**config.mk**
```make
export PLATFORM = sky130hd
export DESIGN_NAME = sdm_top
export DESIGN_NICKNAME = d
export VERILOG_FILES = /design/src/verilog/sdm_pkg.sv /design/src/verilog/sdm_sync.sv /design/src/verilog/sdm_speed.sv /design/src/verilog/sdm_top.sv
export VERILOG_INCLUDE_DIRS = /design/src /design/src/verilog
export SDC_FILE = /design/constraint.sdc
export NUM_CORES = 2
export LEC_CHECK = 0
export ABC_AREA = 1
export BUFFER_PORTS_ARGS = -buffer_cell sky130_fd_sc_hd__buf_2
export CELL_PAD_IN_SITES_DETAIL_PLACEMENT = 1
export CELL_PAD_IN_SITES_GLOBAL_PLACEMENT = 2
export CORE_UTILIZATION = 40
export CTS_BUF_LIST = sky130_fd_sc_hd__clkbuf_4
export DETAILED_ROUTE_END_ITERATION = 6
export PLACE_DENSITY = 0.89
export SLEW_MARGIN = 20
export SYNTH_ARGS = -nofsm -noshare
export SYNTH_HDL_FRONTEND = slang
export SYNTH_HIERARCHICAL = 1
export SYNTH_SLANG_ARGS = --single-unit
```
**constraint.sdc**
```tcl
create_clock -name aclk -period 244.7 [get_ports aclk]
set_clock_uncertainty 0.15 [all_clocks]
set_input_delay 12.235 -clock aclk [delete_from_list [all_inputs] [get_ports aclk]]
set_output_delay 12.235 -clock aclk [all_outputs]
set_load 0.005 [all_outputs]
```
**src/verilog/sdm_regs.svh**
```systemverilog
// Register offsets, field positions, reset values and timing counts of the drive mode block
`ifndef SDM_REGS_SVH
`define SDM_REGS_SVH

// ==========================================================================
// Register byte offsets
`define SDM_OFF_OPMODE      8'h00
`define SDM_OFF_TARGET      8'h04
`define SDM_OFF_CTRLWORD    8'h08
`define SDM_OFF_INTERP      8'h0C
`define SDM_OFF_APPSEL      8'h10
`define SDM_OFF_MODESEL     8'h14
`define SDM_OFF_STORE       8'h18
`define SDM_OFF_SCALE_NUM   8'h1C
`define SDM_OFF_SCALE_DEN   8'h20
`define SDM_OFF_STATUS      8'h24
`define SDM_OFF_SPEED       8'h28
`define SDM_OFF_STEPPOS     8'h2C

// ==========================================================================
// Values
`define SDM_OPMODE_VELOCITY 8'h02
`define SDM_APP_SPECIAL     8'h02
`define SDM_STORE_KEY       32'h65766173
`define SDM_MODE_MAX        8'h0F
`define SDM_OPMODE_RST      8'h00
`define SDM_SCALE_RST       16'h0001
`define SDM_INTERP_RST      16'h0001

// ==========================================================================
// Speeds in rpm and analog thresholds in 10-bit codes
`define SDM_RPM_TEST        16'd30
`define SDM_RPM_HIGH        16'd1000
`define SDM_RPM_LOW         16'd100
`define SDM_ADC_FULL        10'd1023
`define SDM_ADC_MID         10'd512
// 20 mV of 10 V full scale is about two codes
`define SDM_ADC_DEAD        10'd2

// ==========================================================================
// Timing: 1 ms sync base at 25 MHz
`define SDM_CLK_HZ          25000000
`define SDM_SYNC_MS         1
`define SDM_SYNC_CYC        (`SDM_CLK_HZ / 1000 * `SDM_SYNC_MS)

// Status bit positions
`define SDM_ST_SPECIAL      0
`define SDM_ST_ENABLE       1
`define SDM_ST_RUNNING      2
`define SDM_ST_DIR          3
`define SDM_ST_INTERP_BAD   4
`define SDM_ST_MODE_BAD     5

`endif

```
**src/verilog/sdm_pkg.sv**
```systemverilog
// Types of the drive mode block
package sdm_pkg;
  // ==========================================================================
  // Command source selected by the active mode
  typedef enum logic [1:0] {
    SDM_SRC_BUS,
    SDM_SRC_CLKDIR,
    SDM_SRC_TEST,
    SDM_SRC_ANALOG
  } sdm_src_t;
endpackage

```
**src/verilog/sdm_sync.sv**
```systemverilog
// Two-flop synchroniser for pin inputs
`timescale 1ns/1ps
module sdm_sync #(
  parameter int W = 1
) (
  input  wire logic         aclk,
  input  wire logic         aresetn,
  input  wire logic [W-1:0] d,
  output logic      [W-1:0] q
);
  logic [W-1:0] meta_q;

  // ==========================================================================
  // First stage feeds only the second
  always_ff @(posedge aclk) begin
    if (!aresetn) begin
      meta_q <= '0;
      q      <= '0;
    end else begin
      meta_q <= d;
      q      <= meta_q;
    end
  end
endmodule // sdm_sync

```
**src/verilog/sdm_speed.sv**
```systemverilog
// Analog-to-speed mapping: normal and joystick scaling with dead zones
`timescale 1ns/1ps
`include "sdm_regs.svh"
module sdm_speed (
  input  wire logic        aclk,
  input  wire logic        aresetn,
  input  wire logic [9:0]  adc,
  input  wire logic        joystick,
  input  wire logic        low_max,
  input  wire logic        dir_in,
  output logic      [15:0] speed_mag,
  output logic             speed_neg
);
  logic [15:0] max_rpm;
  logic [9:0]  span;
  logic [9:0]  full;
  logic        neg;
  logic        dead;
  logic [9:0]  adc_prev_q;
  logic [9:0]  adc_ok_q;

  // Proportional scaling of a code to rpm
  function automatic logic [15:0] scale(input logic [9:0] v, input logic [9:0] f, input logic [15:0] m);
    logic [25:0] p;
    p = 26'(v) * 26'(m);
    return 16'(p / 26'(f));
  endfunction

  // ==========================================================================
  // Pick span, sign and dead zone per scaling mode
  always_comb begin
    max_rpm = low_max ? `SDM_RPM_LOW : `SDM_RPM_HIGH;
    if (joystick) begin
      full = `SDM_ADC_FULL - `SDM_ADC_MID;
      neg  = adc_ok_q < `SDM_ADC_MID;
      span = neg ? (`SDM_ADC_MID - adc_ok_q) : (adc_ok_q - `SDM_ADC_MID);
      dead = span <= `SDM_ADC_DEAD;
      if (neg) full = `SDM_ADC_MID;
    end else begin
      full = `SDM_ADC_FULL;
      neg  = dir_in;
      span = adc_ok_q;
      dead = adc_ok_q <= `SDM_ADC_DEAD;
    end
  end

  // Code bits cross one by one; a code is taken only once two samples agree
  always_ff @(posedge aclk) begin
    if (!aresetn) begin
      adc_prev_q <= 10'h000;
      adc_ok_q   <= 10'h000;
    end else begin
      adc_prev_q <= adc;
      if (adc == adc_prev_q) adc_ok_q <= adc;
    end
  end

  // Registered so the result is stable for a whole cycle
  always_ff @(posedge aclk) begin
    if (!aresetn) begin
      speed_mag <= 16'h0000;
      speed_neg <= 1'b0;
    end else begin
      speed_mag <= dead ? 16'h0000 : scale(span, full, max_rpm);
      speed_neg <= neg;
    end
  end
endmodule // sdm_speed

```
**src/verilog/sdm_top.sv**
```systemverilog
// Drive command selection with AXI4-Lite register access
// Overview of operation
// - Interpolation period is an integer multiple of 1 ms.
// - Operation mode 2 selects velocity operation.
// - Outside special modes, writing zero to the control word stops the motor.
// - In special modes, digital input 1 enables motion.
// - Special modes active only with application value 2 stored.
// - Mode selector holds 00h to 0Fh.
// - Modes 00/01/08/09 select clock-direction operation.
// - Test-run modes rotate at 30 rpm while enabled.
// - 02h/0Ah clockwise; 03h/0Bh counterclockwise.
// - 04/05/0C/0D analog, direction input; 1000 or 100 rpm maximum.
// - 06/07/0E/0F joystick scaling about mid scale; 1000 or 100 rpm.
// - Application and mode selections apply only after save key and restart.
// - Analog modes run velocity and write derived target speed.
// - Maximum speed is 100 or 1000 rpm, else scaling factor.
// - Speed scaling adjustable through numerator and denominator.
// - Normal analog: full scale maps to maximum speed proportionally.
// - Normal analog: direction from input; 0-20 mV dead zone.
// - Joystick: mid scale is zero, below negative, above positive.
// - Joystick: within 20 mV of mid scale gives zero speed.
// - Analog input is a 10-bit converted value.
`timescale 1ns/1ps
`include "sdm_regs.svh"
module sdm_top (
  input  wire logic             aclk,
  input  wire logic             aresetn,
  input  wire logic [7:0]       s_axi_awaddr,
  input  wire logic             s_axi_awvalid,
  output logic                  s_axi_awready,
  input  wire logic [31:0]      s_axi_wdata,
  input  wire logic [3:0]       s_axi_wstrb,
  input  wire logic             s_axi_wvalid,
  output logic                  s_axi_wready,
  output logic      [1:0]       s_axi_bresp,
  output logic                  s_axi_bvalid,
  input  wire logic             s_axi_bready,
  input  wire logic [7:0]       s_axi_araddr,
  input  wire logic             s_axi_arvalid,
  output logic                  s_axi_arready,
  output logic      [31:0]      s_axi_rdata,
  output logic      [1:0]       s_axi_rresp,
  output logic                  s_axi_rvalid,
  input  wire logic             s_axi_rready,
  input  wire logic             enable_pin,
  input  wire logic             dir_pin,
  input  wire logic             clk_pin,
  input  wire logic [9:0]       adc_code,
  input  wire logic             restart,
  output logic                  motor_run,
  output logic                  motor_dir_ccw,
  output logic      [15:0]      motor_speed,
  output logic                  motor_closed_loop,
  output logic                  step_pulse,
  output logic                  sync_tick,
  output sdm_pkg::sdm_src_t     cmd_source
);
  import sdm_pkg::*;
  // ==========================================================================
  // Register state
  logic [7:0]  opmode_q;
  logic [15:0] target_q;
  logic [15:0] ctrl_q;
  logic [15:0] interp_q;
  logic [7:0]  app_pend_q;
  logic [7:0]  mode_pend_q;
  logic [7:0]  app_save_q;
  logic [7:0]  mode_save_q;
  logic [7:0]  app_act_q;
  logic [7:0]  mode_act_q;
  logic [15:0] num_q;
  logic [15:0] den_q;
  logic [31:0] steppos_q;
  logic        mode_bad_q;
  logic [24:0] sync_cnt_q;
  logic [15:0] interp_cnt_q;
  // Synchronised pins
  logic        en_s;
  logic        dir_s;
  logic        clk_s;
  logic        clk_prev_q;
  logic [9:0]  adc_s;
  sdm_sync #(.W(3)) u_pins (
    .aclk    (aclk),
    .aresetn (aresetn),
    .d       ({enable_pin, dir_pin, clk_pin}),
    .q       ({en_s, dir_s, clk_s})
  );
  // Converter code is sampled through the same two stages
  sdm_sync #(.W(10)) u_adc (
    .aclk    (aclk),
    .aresetn (aresetn),
    .d       (adc_code),
    .q       (adc_s)
  );
  // ==========================================================================
  // AXI4-Lite write channel: address and data taken in either order
  logic        aw_hold_q;
  logic        w_hold_q;
  logic [7:0]  awaddr_q;
  logic [31:0] wdata_q;
  logic [3:0]  wstrb_q;
  logic        do_write;
  assign do_write = aw_hold_q && w_hold_q && !s_axi_bvalid;
  always_ff @(posedge aclk) begin
    if (!aresetn) begin
      aw_hold_q     <= 1'b0;
      w_hold_q      <= 1'b0;
      awaddr_q      <= 8'h00;
      wdata_q       <= 32'h00000000;
      wstrb_q       <= 4'h0;
      s_axi_awready <= 1'b0;
      s_axi_wready  <= 1'b0;
      s_axi_bvalid  <= 1'b0;
      s_axi_bresp   <= 2'b00;
    end else begin
      s_axi_awready <= !aw_hold_q && !s_axi_awready && s_axi_awvalid;
      s_axi_wready  <= !w_hold_q && !s_axi_wready && s_axi_wvalid;
      if (s_axi_awvalid && s_axi_awready) begin
        aw_hold_q <= 1'b1;
        awaddr_q  <= s_axi_awaddr;
      end
      if (s_axi_wvalid && s_axi_wready) begin
        w_hold_q <= 1'b1;
        wdata_q  <= s_axi_wdata;
        wstrb_q  <= s_axi_wstrb;
      end
      if (do_write) begin
        aw_hold_q    <= 1'b0;
        w_hold_q     <= 1'b0;
        s_axi_bvalid <= 1'b1;
        s_axi_bresp  <= known(awaddr_q) ? 2'b00 : 2'b10;
      end else if (s_axi_bvalid && s_axi_bready) begin
        s_axi_bvalid <= 1'b0;
      end
    end
  end
  // Decode of mapped offsets, shared by read and write
  function automatic logic known(input logic [7:0] a);
    return a <= `SDM_OFF_STEPPOS && a[1:0] == 2'b00;
  endfunction
  // Byte-lane merge of a write into a register
  function automatic logic [31:0] merge(input logic [31:0] old, input logic [31:0] nw, input logic [3:0] s);
    logic [31:0] r;
    r = old;
    for (int i = 0; i < 4; i++) begin
      if (s[i]) r[i*8 +: 8] = nw[i*8 +: 8];
    end
    return r;
  endfunction
  function automatic logic wr(input logic [7:0] a, input logic [7:0] off);
    return a == off;
  endfunction
  // ==========================================================================
  // Bus object registers
  always_ff @(posedge aclk) begin
    if (!aresetn) begin
      opmode_q    <= `SDM_OPMODE_RST;
      target_q    <= 16'h0000;
      ctrl_q      <= 16'h0000;
      interp_q    <= `SDM_INTERP_RST;
      app_pend_q  <= 8'h00;
      mode_pend_q <= 8'h00;
      num_q       <= `SDM_SCALE_RST;
      den_q       <= `SDM_SCALE_RST;
      mode_bad_q  <= 1'b0;
    end else if (do_write) begin
      if (wr(awaddr_q, `SDM_OFF_OPMODE))   opmode_q <= 8'(merge(32'(opmode_q), wdata_q, wstrb_q));
      if (wr(awaddr_q, `SDM_OFF_TARGET))   target_q <= 16'(merge(32'(target_q), wdata_q, wstrb_q));
      if (wr(awaddr_q, `SDM_OFF_CTRLWORD)) ctrl_q   <= 16'(merge(32'(ctrl_q), wdata_q, wstrb_q));
      // Zero period would stall the interpolation tick, so it is refused
      if (wr(awaddr_q, `SDM_OFF_INTERP) && wdata_q[15:0] != 16'h0000) begin
        interp_q <= 16'(merge(32'(interp_q), wdata_q, wstrb_q));
      end
      if (wr(awaddr_q, `SDM_OFF_APPSEL))   app_pend_q <= 8'(merge(32'(app_pend_q), wdata_q, wstrb_q));
      // Out-of-range selections are dropped and flagged
      if (wr(awaddr_q, `SDM_OFF_MODESEL)) begin
        if (wdata_q[7:0] <= `SDM_MODE_MAX) mode_pend_q <= wdata_q[7:0];
        mode_bad_q <= wdata_q[7:0] > `SDM_MODE_MAX;
      end
      if (wr(awaddr_q, `SDM_OFF_SCALE_NUM)) num_q <= 16'(merge(32'(num_q), wdata_q, wstrb_q));
      if (wr(awaddr_q, `SDM_OFF_SCALE_DEN) && wdata_q[15:0] != 16'h0000) den_q <= wdata_q[15:0];
    end
  end

  // ==========================================================================
  // Saved copy and active copy; active only loads on restart
  always_ff @(posedge aclk) begin
    if (!aresetn) begin
      app_save_q  <= 8'h00;
      mode_save_q <= 8'h00;
      app_act_q   <= 8'h00;
      mode_act_q  <= 8'h00;
    end else begin
      if (do_write && wr(awaddr_q, `SDM_OFF_STORE) && wdata_q == `SDM_STORE_KEY) begin
        app_save_q  <= app_pend_q;
        mode_save_q <= mode_pend_q;
      end
      if (restart) begin
        app_act_q  <= app_save_q;
        mode_act_q <= mode_save_q;
      end
    end
  end
  // ==========================================================================
  // Mode decode
  logic     special;
  logic     enabled;
  sdm_src_t src;
  assign special   = app_act_q == `SDM_APP_SPECIAL;
  assign enabled   = en_s;

  always_comb begin
    if (!special) begin
      src = SDM_SRC_BUS;
    end else if (mode_act_q[2:1] == 2'b00) begin
      src = SDM_SRC_CLKDIR;
    end else if (mode_act_q[2:1] == 2'b01) begin
      src = SDM_SRC_TEST;
    end else begin
      src = SDM_SRC_ANALOG;
    end
  end
  // Analog mapping; bit 1 picks joystick, bit 0 picks the 100 rpm maximum
  logic [15:0] an_mag;
  logic        an_neg;
  sdm_speed u_speed (
    .aclk      (aclk),
    .aresetn   (aresetn),
    .adc       (adc_s),
    .joystick  (mode_act_q[1]),
    .low_max   (mode_act_q[0]),
    .dir_in    (dir_s),
    .speed_mag (an_mag),
    .speed_neg (an_neg)
  );
  // Applies the user scaling factor
  function automatic logic [15:0] user_scale(input logic [15:0] v, input logic [15:0] n, input logic [15:0] d);
    logic [31:0] p;
    p = 32'(v) * 32'(n);
    return 16'(p / 32'(d));
  endfunction

  // ==========================================================================
  // Sync base tick every 1 ms; interpolation tick every interp_q ticks
  always_ff @(posedge aclk) begin
    if (!aresetn) begin
      sync_cnt_q   <= 25'd0;
      interp_cnt_q <= 16'h0000;
      sync_tick    <= 1'b0;
    end else begin
      sync_tick <= 1'b0;
      if (sync_cnt_q == 25'(`SDM_SYNC_CYC - 1)) begin
        sync_cnt_q <= 25'd0;
        if (interp_cnt_q >= interp_q - 16'h0001) begin
          interp_cnt_q <= 16'h0000;
          sync_tick    <= 1'b1;
        end else begin
          interp_cnt_q <= interp_cnt_q + 16'h0001;
        end
      end else begin
        sync_cnt_q <= sync_cnt_q + 25'd1;
      end
    end
  end

  // ==========================================================================
  // Clock-direction stepping on rising clock edges
  always_ff @(posedge aclk) begin
    if (!aresetn) begin
      clk_prev_q <= 1'b0;
      steppos_q  <= 32'h00000000;
      step_pulse <= 1'b0;
    end else begin
      clk_prev_q <= clk_s;
      step_pulse <= 1'b0;
      if (src == SDM_SRC_CLKDIR && enabled && clk_s && !clk_prev_q) begin
        step_pulse <= 1'b1;
        steppos_q  <= dir_s ? steppos_q - 32'h00000001 : steppos_q + 32'h00000001;
      end
    end
  end

  // ==========================================================================
  // Motor command outputs
  always_ff @(posedge aclk) begin
    if (!aresetn) begin
      motor_run         <= 1'b0;
      motor_dir_ccw     <= 1'b0;
      motor_speed       <= 16'h0000;
      motor_closed_loop <= 1'b0;
      cmd_source        <= SDM_SRC_BUS;
    end else begin
      cmd_source        <= src;
      motor_closed_loop <= special && mode_act_q[3];
      unique case (src)
        SDM_SRC_BUS: begin
          // Velocity only with mode 2 and a non-zero control word
          motor_run     <= opmode_q == `SDM_OPMODE_VELOCITY && ctrl_q != 16'h0000;
          motor_dir_ccw <= target_q[15];
          motor_speed   <= target_q[15] ? 16'(-target_q) : target_q;
        end
        SDM_SRC_CLKDIR: begin
          motor_run     <= enabled;
          motor_dir_ccw <= dir_s;
          motor_speed   <= 16'h0000;
        end
        SDM_SRC_TEST: begin
          motor_run     <= enabled;
          motor_dir_ccw <= mode_act_q[0];
          motor_speed   <= user_scale(`SDM_RPM_TEST, num_q, den_q);
        end
        SDM_SRC_ANALOG: begin
          motor_run     <= enabled && an_mag != 16'h0000;
          motor_dir_ccw <= an_neg;
          motor_speed   <= user_scale(an_mag, num_q, den_q);
        end
      endcase
    end
  end

  // ==========================================================================
  // Read channel, one cycle answer after address taken
  logic [31:0] rd_mux;
  logic [15:0] tgt_view;
  // Analog modes show the derived target speed in the target register
  assign tgt_view = (src == SDM_SRC_ANALOG) ? (an_neg ? 16'(-an_mag) : an_mag) : target_q;

  always_comb begin
    rd_mux = 32'h00000000;
    unique case (s_axi_araddr)
      `SDM_OFF_OPMODE:    rd_mux = {24'h000000, (src == SDM_SRC_ANALOG) ? `SDM_OPMODE_VELOCITY : opmode_q};
      `SDM_OFF_TARGET:    rd_mux = {16'h0000, tgt_view};
      `SDM_OFF_CTRLWORD:  rd_mux = {16'h0000, ctrl_q};
      `SDM_OFF_INTERP:    rd_mux = {16'h0000, interp_q};
      `SDM_OFF_APPSEL:    rd_mux = {24'h000000, app_pend_q};
      `SDM_OFF_MODESEL:   rd_mux = {24'h000000, mode_pend_q};
      `SDM_OFF_SCALE_NUM: rd_mux = {16'h0000, num_q};
      `SDM_OFF_SCALE_DEN: rd_mux = {16'h0000, den_q};
      `SDM_OFF_STATUS:    rd_mux = {26'h0000000, mode_bad_q, 1'b0, motor_dir_ccw, motor_run, en_s, special};
      `SDM_OFF_SPEED:     rd_mux = {16'h0000, motor_speed};
      `SDM_OFF_STEPPOS:   rd_mux = steppos_q;
      default:            rd_mux = 32'h00000000;
    endcase
  end
  always_ff @(posedge aclk) begin
    if (!aresetn) begin
      s_axi_arready <= 1'b0;
      s_axi_rvalid  <= 1'b0;
      s_axi_rdata   <= 32'h00000000;
      s_axi_rresp   <= 2'b00;
    end else begin
      s_axi_arready <= !s_axi_arready && !s_axi_rvalid && s_axi_arvalid;
      if (s_axi_arvalid && s_axi_arready) begin
        s_axi_rvalid <= 1'b1;
        s_axi_rdata  <= rd_mux;
        s_axi_rresp  <= known(s_axi_araddr) ? 2'b00 : 2'b10;
      end else if (s_axi_rvalid && s_axi_rready) begin
        s_axi_rvalid <= 1'b0;
      end
    end
  end
endmodule // sdm_top

```
==> impl_results.md <==
* Status: completed
* Hold WC Path Type: reg -> reg
* Mean Syn Cell Area at 6.48 um2
* Global-route wire length before repair at 363,000 um
* Pin count of the biggest net entering global routing at 165
* Min Tclk post-route at 104,350 ps
* Drc violations at 0
* Clk buf depth at 3
* CP required at 245,330 ps
* Mapped Cells at 10,300
* Final setup vio count at 0
* Number of synthesized flops with an enable pin at 0
* Most frequent cell on the critical path: nand2_1
* Top cells by area, synth: ha_1 (15%), nand2_1 (13%), dfxtp_1 (11%)
* Largest stage delay on the critical path at 1060 ps
* Synth Register Bits at 372
* Asr flop ratio synth at 0%
* Max-cap violations at 0
* DR pass1 iterations at 5
* Mapped cell area at 66,900 um2
* Max-slew violation count at 0
* Share of the synthesized area in the top cell type at 15.2%
* CP Launch Type: flip-flop
* Die area at 169,000 um2
* Num ports at 137
* Worst-margin pin slew at 1260 ps
* Layout cells sized above 1 at 10.4%
* Hold buffers post-CTS at 0
* Worst skew pair latency at 1010 ps
* NumNets Final at 11,500
* RSZ-0062 raised after global routing: false
* DP HPWL at 183,000 um
* IO buf count at 132
* Std cell rows at 149
* Setup crit start: num_q[14]
* Period Utilization, post-route at 42.6%
* Fmax at 9.58 MHz
* Core Area at 165,000 um2
* Total grt overflow at 0
* Vias per inst at 5.28
* Critical path arrival at 104,980 ps
* Clk slew on worst S/H paths at 90 ps
* DP Worst Slack at 140,380 ps
* Slowest cell on crit path: dfxtp_1
* Total Wirelength at 222,000 um
* Post-synthesis cell type count at 92
* H-tree depth at 3
* Initial core utilization at 40.4%
* Post-CTS Setup Bufs at 0
* Final hold violation count at 0
* Post-synthesis sequential area ratio at 11.1%
* Worst r2r src: num_q[14]
* Total CTS buffers at 106
* CTS tree: yes
* Min setup slack post-route at 140,350 ps
* Core Util, Final at 42.8%
* Synth Warn # at 6
* Detailed-route via count at 66,900
* Routed length per instance at 17.5 um
* Area grow syn2layout at 5.78%
* Clock Sinks at 372
* Yosys top cell by area: ha_1
* Placer congestion estimate at 0.909
* DR iter-0 viols at 3,138
* DRT antenna net count at 0
* GRT Util Overall at 26.1%
* Die width at 411 um
* Setup CP Type: reg -> reg
* Main synth FF type: dfxtp_1
* Root Buffer: clkbuf_4
* Crit path capture type: flip-flop
* CP Max Fanout at 31
* Resized cells post-CTS at 0
* Max_slew headroom at 14.1%
* Vias in the first global route at 69,900
* Initial antenna violation count at 9
* Most common cell after layout, fill and taps aside: nand2_1
* Fin Setup TNS at 0 ps
* Hold Path Origin: u_pins/q[0]
* Commonest cells after routing, fill and taps aside: nand2_1 (2,318), inv_1 (1,676), ha_1 (811), o21ai_0 (713), a21oi_1 (680)
* Die height at 411 um
-- worst paths after layout --
kind / slack (ps) / endpoint / cells past startpoint
min reg2reg: 250 / clk_prev_q / 2
min: 250 / clk_prev_q / 2
max reg2reg: 140350 / motor_speed[0] / 596
max: 140350 / motor_speed[0] / 596
-- final cells by class --
type / instances / area (um2)
Antenna cell: 8 / 20.0
Inverter: 1826 / 6930
Tap cell: 2189 / 2740
Clock inverter: 28 / 160
Timing Repair Buffer: 197 / 1170
Sequential cell: 372 / 7450
Fill cell: 21900 / 94600
Clock buffer: 156 / 1170
Multi-Input combinational cell: 7878 / 51100
-- cells by family after synthesis --
| logic type | synth area share [%] |
|---|---|
| other cells | 0.0168 |
| buf+inv | 12.6 |
| compound gates | 15.6 |
| mux | 0.0150 |
| flops | 11.1 |
| fa+ha+maj | 22.9 |
| simple gates | 31.0 |
| xor+xnor | 6.73 |
-- registers in the layout, summed over array words and instances (netlist names), 10 cells and up --
name / cells
s_axi_rdata: 32
steppos_q: 32
wdata_q: 32
sync_cnt_q: 25
ctrl_q: 16
den_q: 16
interp_cnt_q: 16
interp_q: 16
motor_speed: 16
num_q: 16
target_q: 16
u_speed/speed_mag: 16
u_adc/meta_q: 10
u_adc/q: 10
u_speed/adc_ok_q: 10
u_speed/adc_prev_q: 10
-- synth_stat cells (all sizes together) (2+ instances only) --
library cell	count
clkbuf	178
inv	1791
clkinv	34
nor3	122
ha	812
o21a	20
nand2	2539
and3	2
and2	11
o211ai	19
a32o	4
a2111oi	11
o41ai	2
xor2	330
or3	3
nand3	668
a31o	2
nand4	140
nor3b	8
nor2	790
o21bai	68
a31oi	15
a211o	2
o221ai	23
a221oi	17
or2	64
o31ai	41
conb	3
o21ai	801
o22ai	18
a311oi	3
xnor2	184
nand3b	47
a21oi	705
dfxtp	372
a21boi	6
a21o	54
a211oi	19
fa	258
buf	81
a41oi	2
o2111ai	7
nor4	34
-- metal layers --
metal	track usage, %	part of all wire, %	vias to the layer above
met5	0	0.0063	-
met4	6.52	2.3	2
met3	2.62	3.8	287
met2	44.5	46	991
met1	34.9	48	32200
li1	-	-	33400
-- critical path, delay by kind of cell (launching register included) --
kind	cells	cell delay, ps
compound gates	234	46870
flops	1	1060
fa+ha+maj	39	13890
buf+inv	116	15360
simple gates	207	26290
-- stage by stage --
stage          instance area, um2  hold slack, ps  std cells
5_1_grt                     70700             283      12600
6_report                    70700             254      12700
2_1_floorplan               66900             236      10300
3_5_place_dp                69400             252      12500
4_1_cts                     70700             263      12600
3_3_place_gp                69400             243      12500
Power is left out: the tool's default activity adds up to more than one toggle a clock period on the data nets, which glitch-free logic cannot reach.
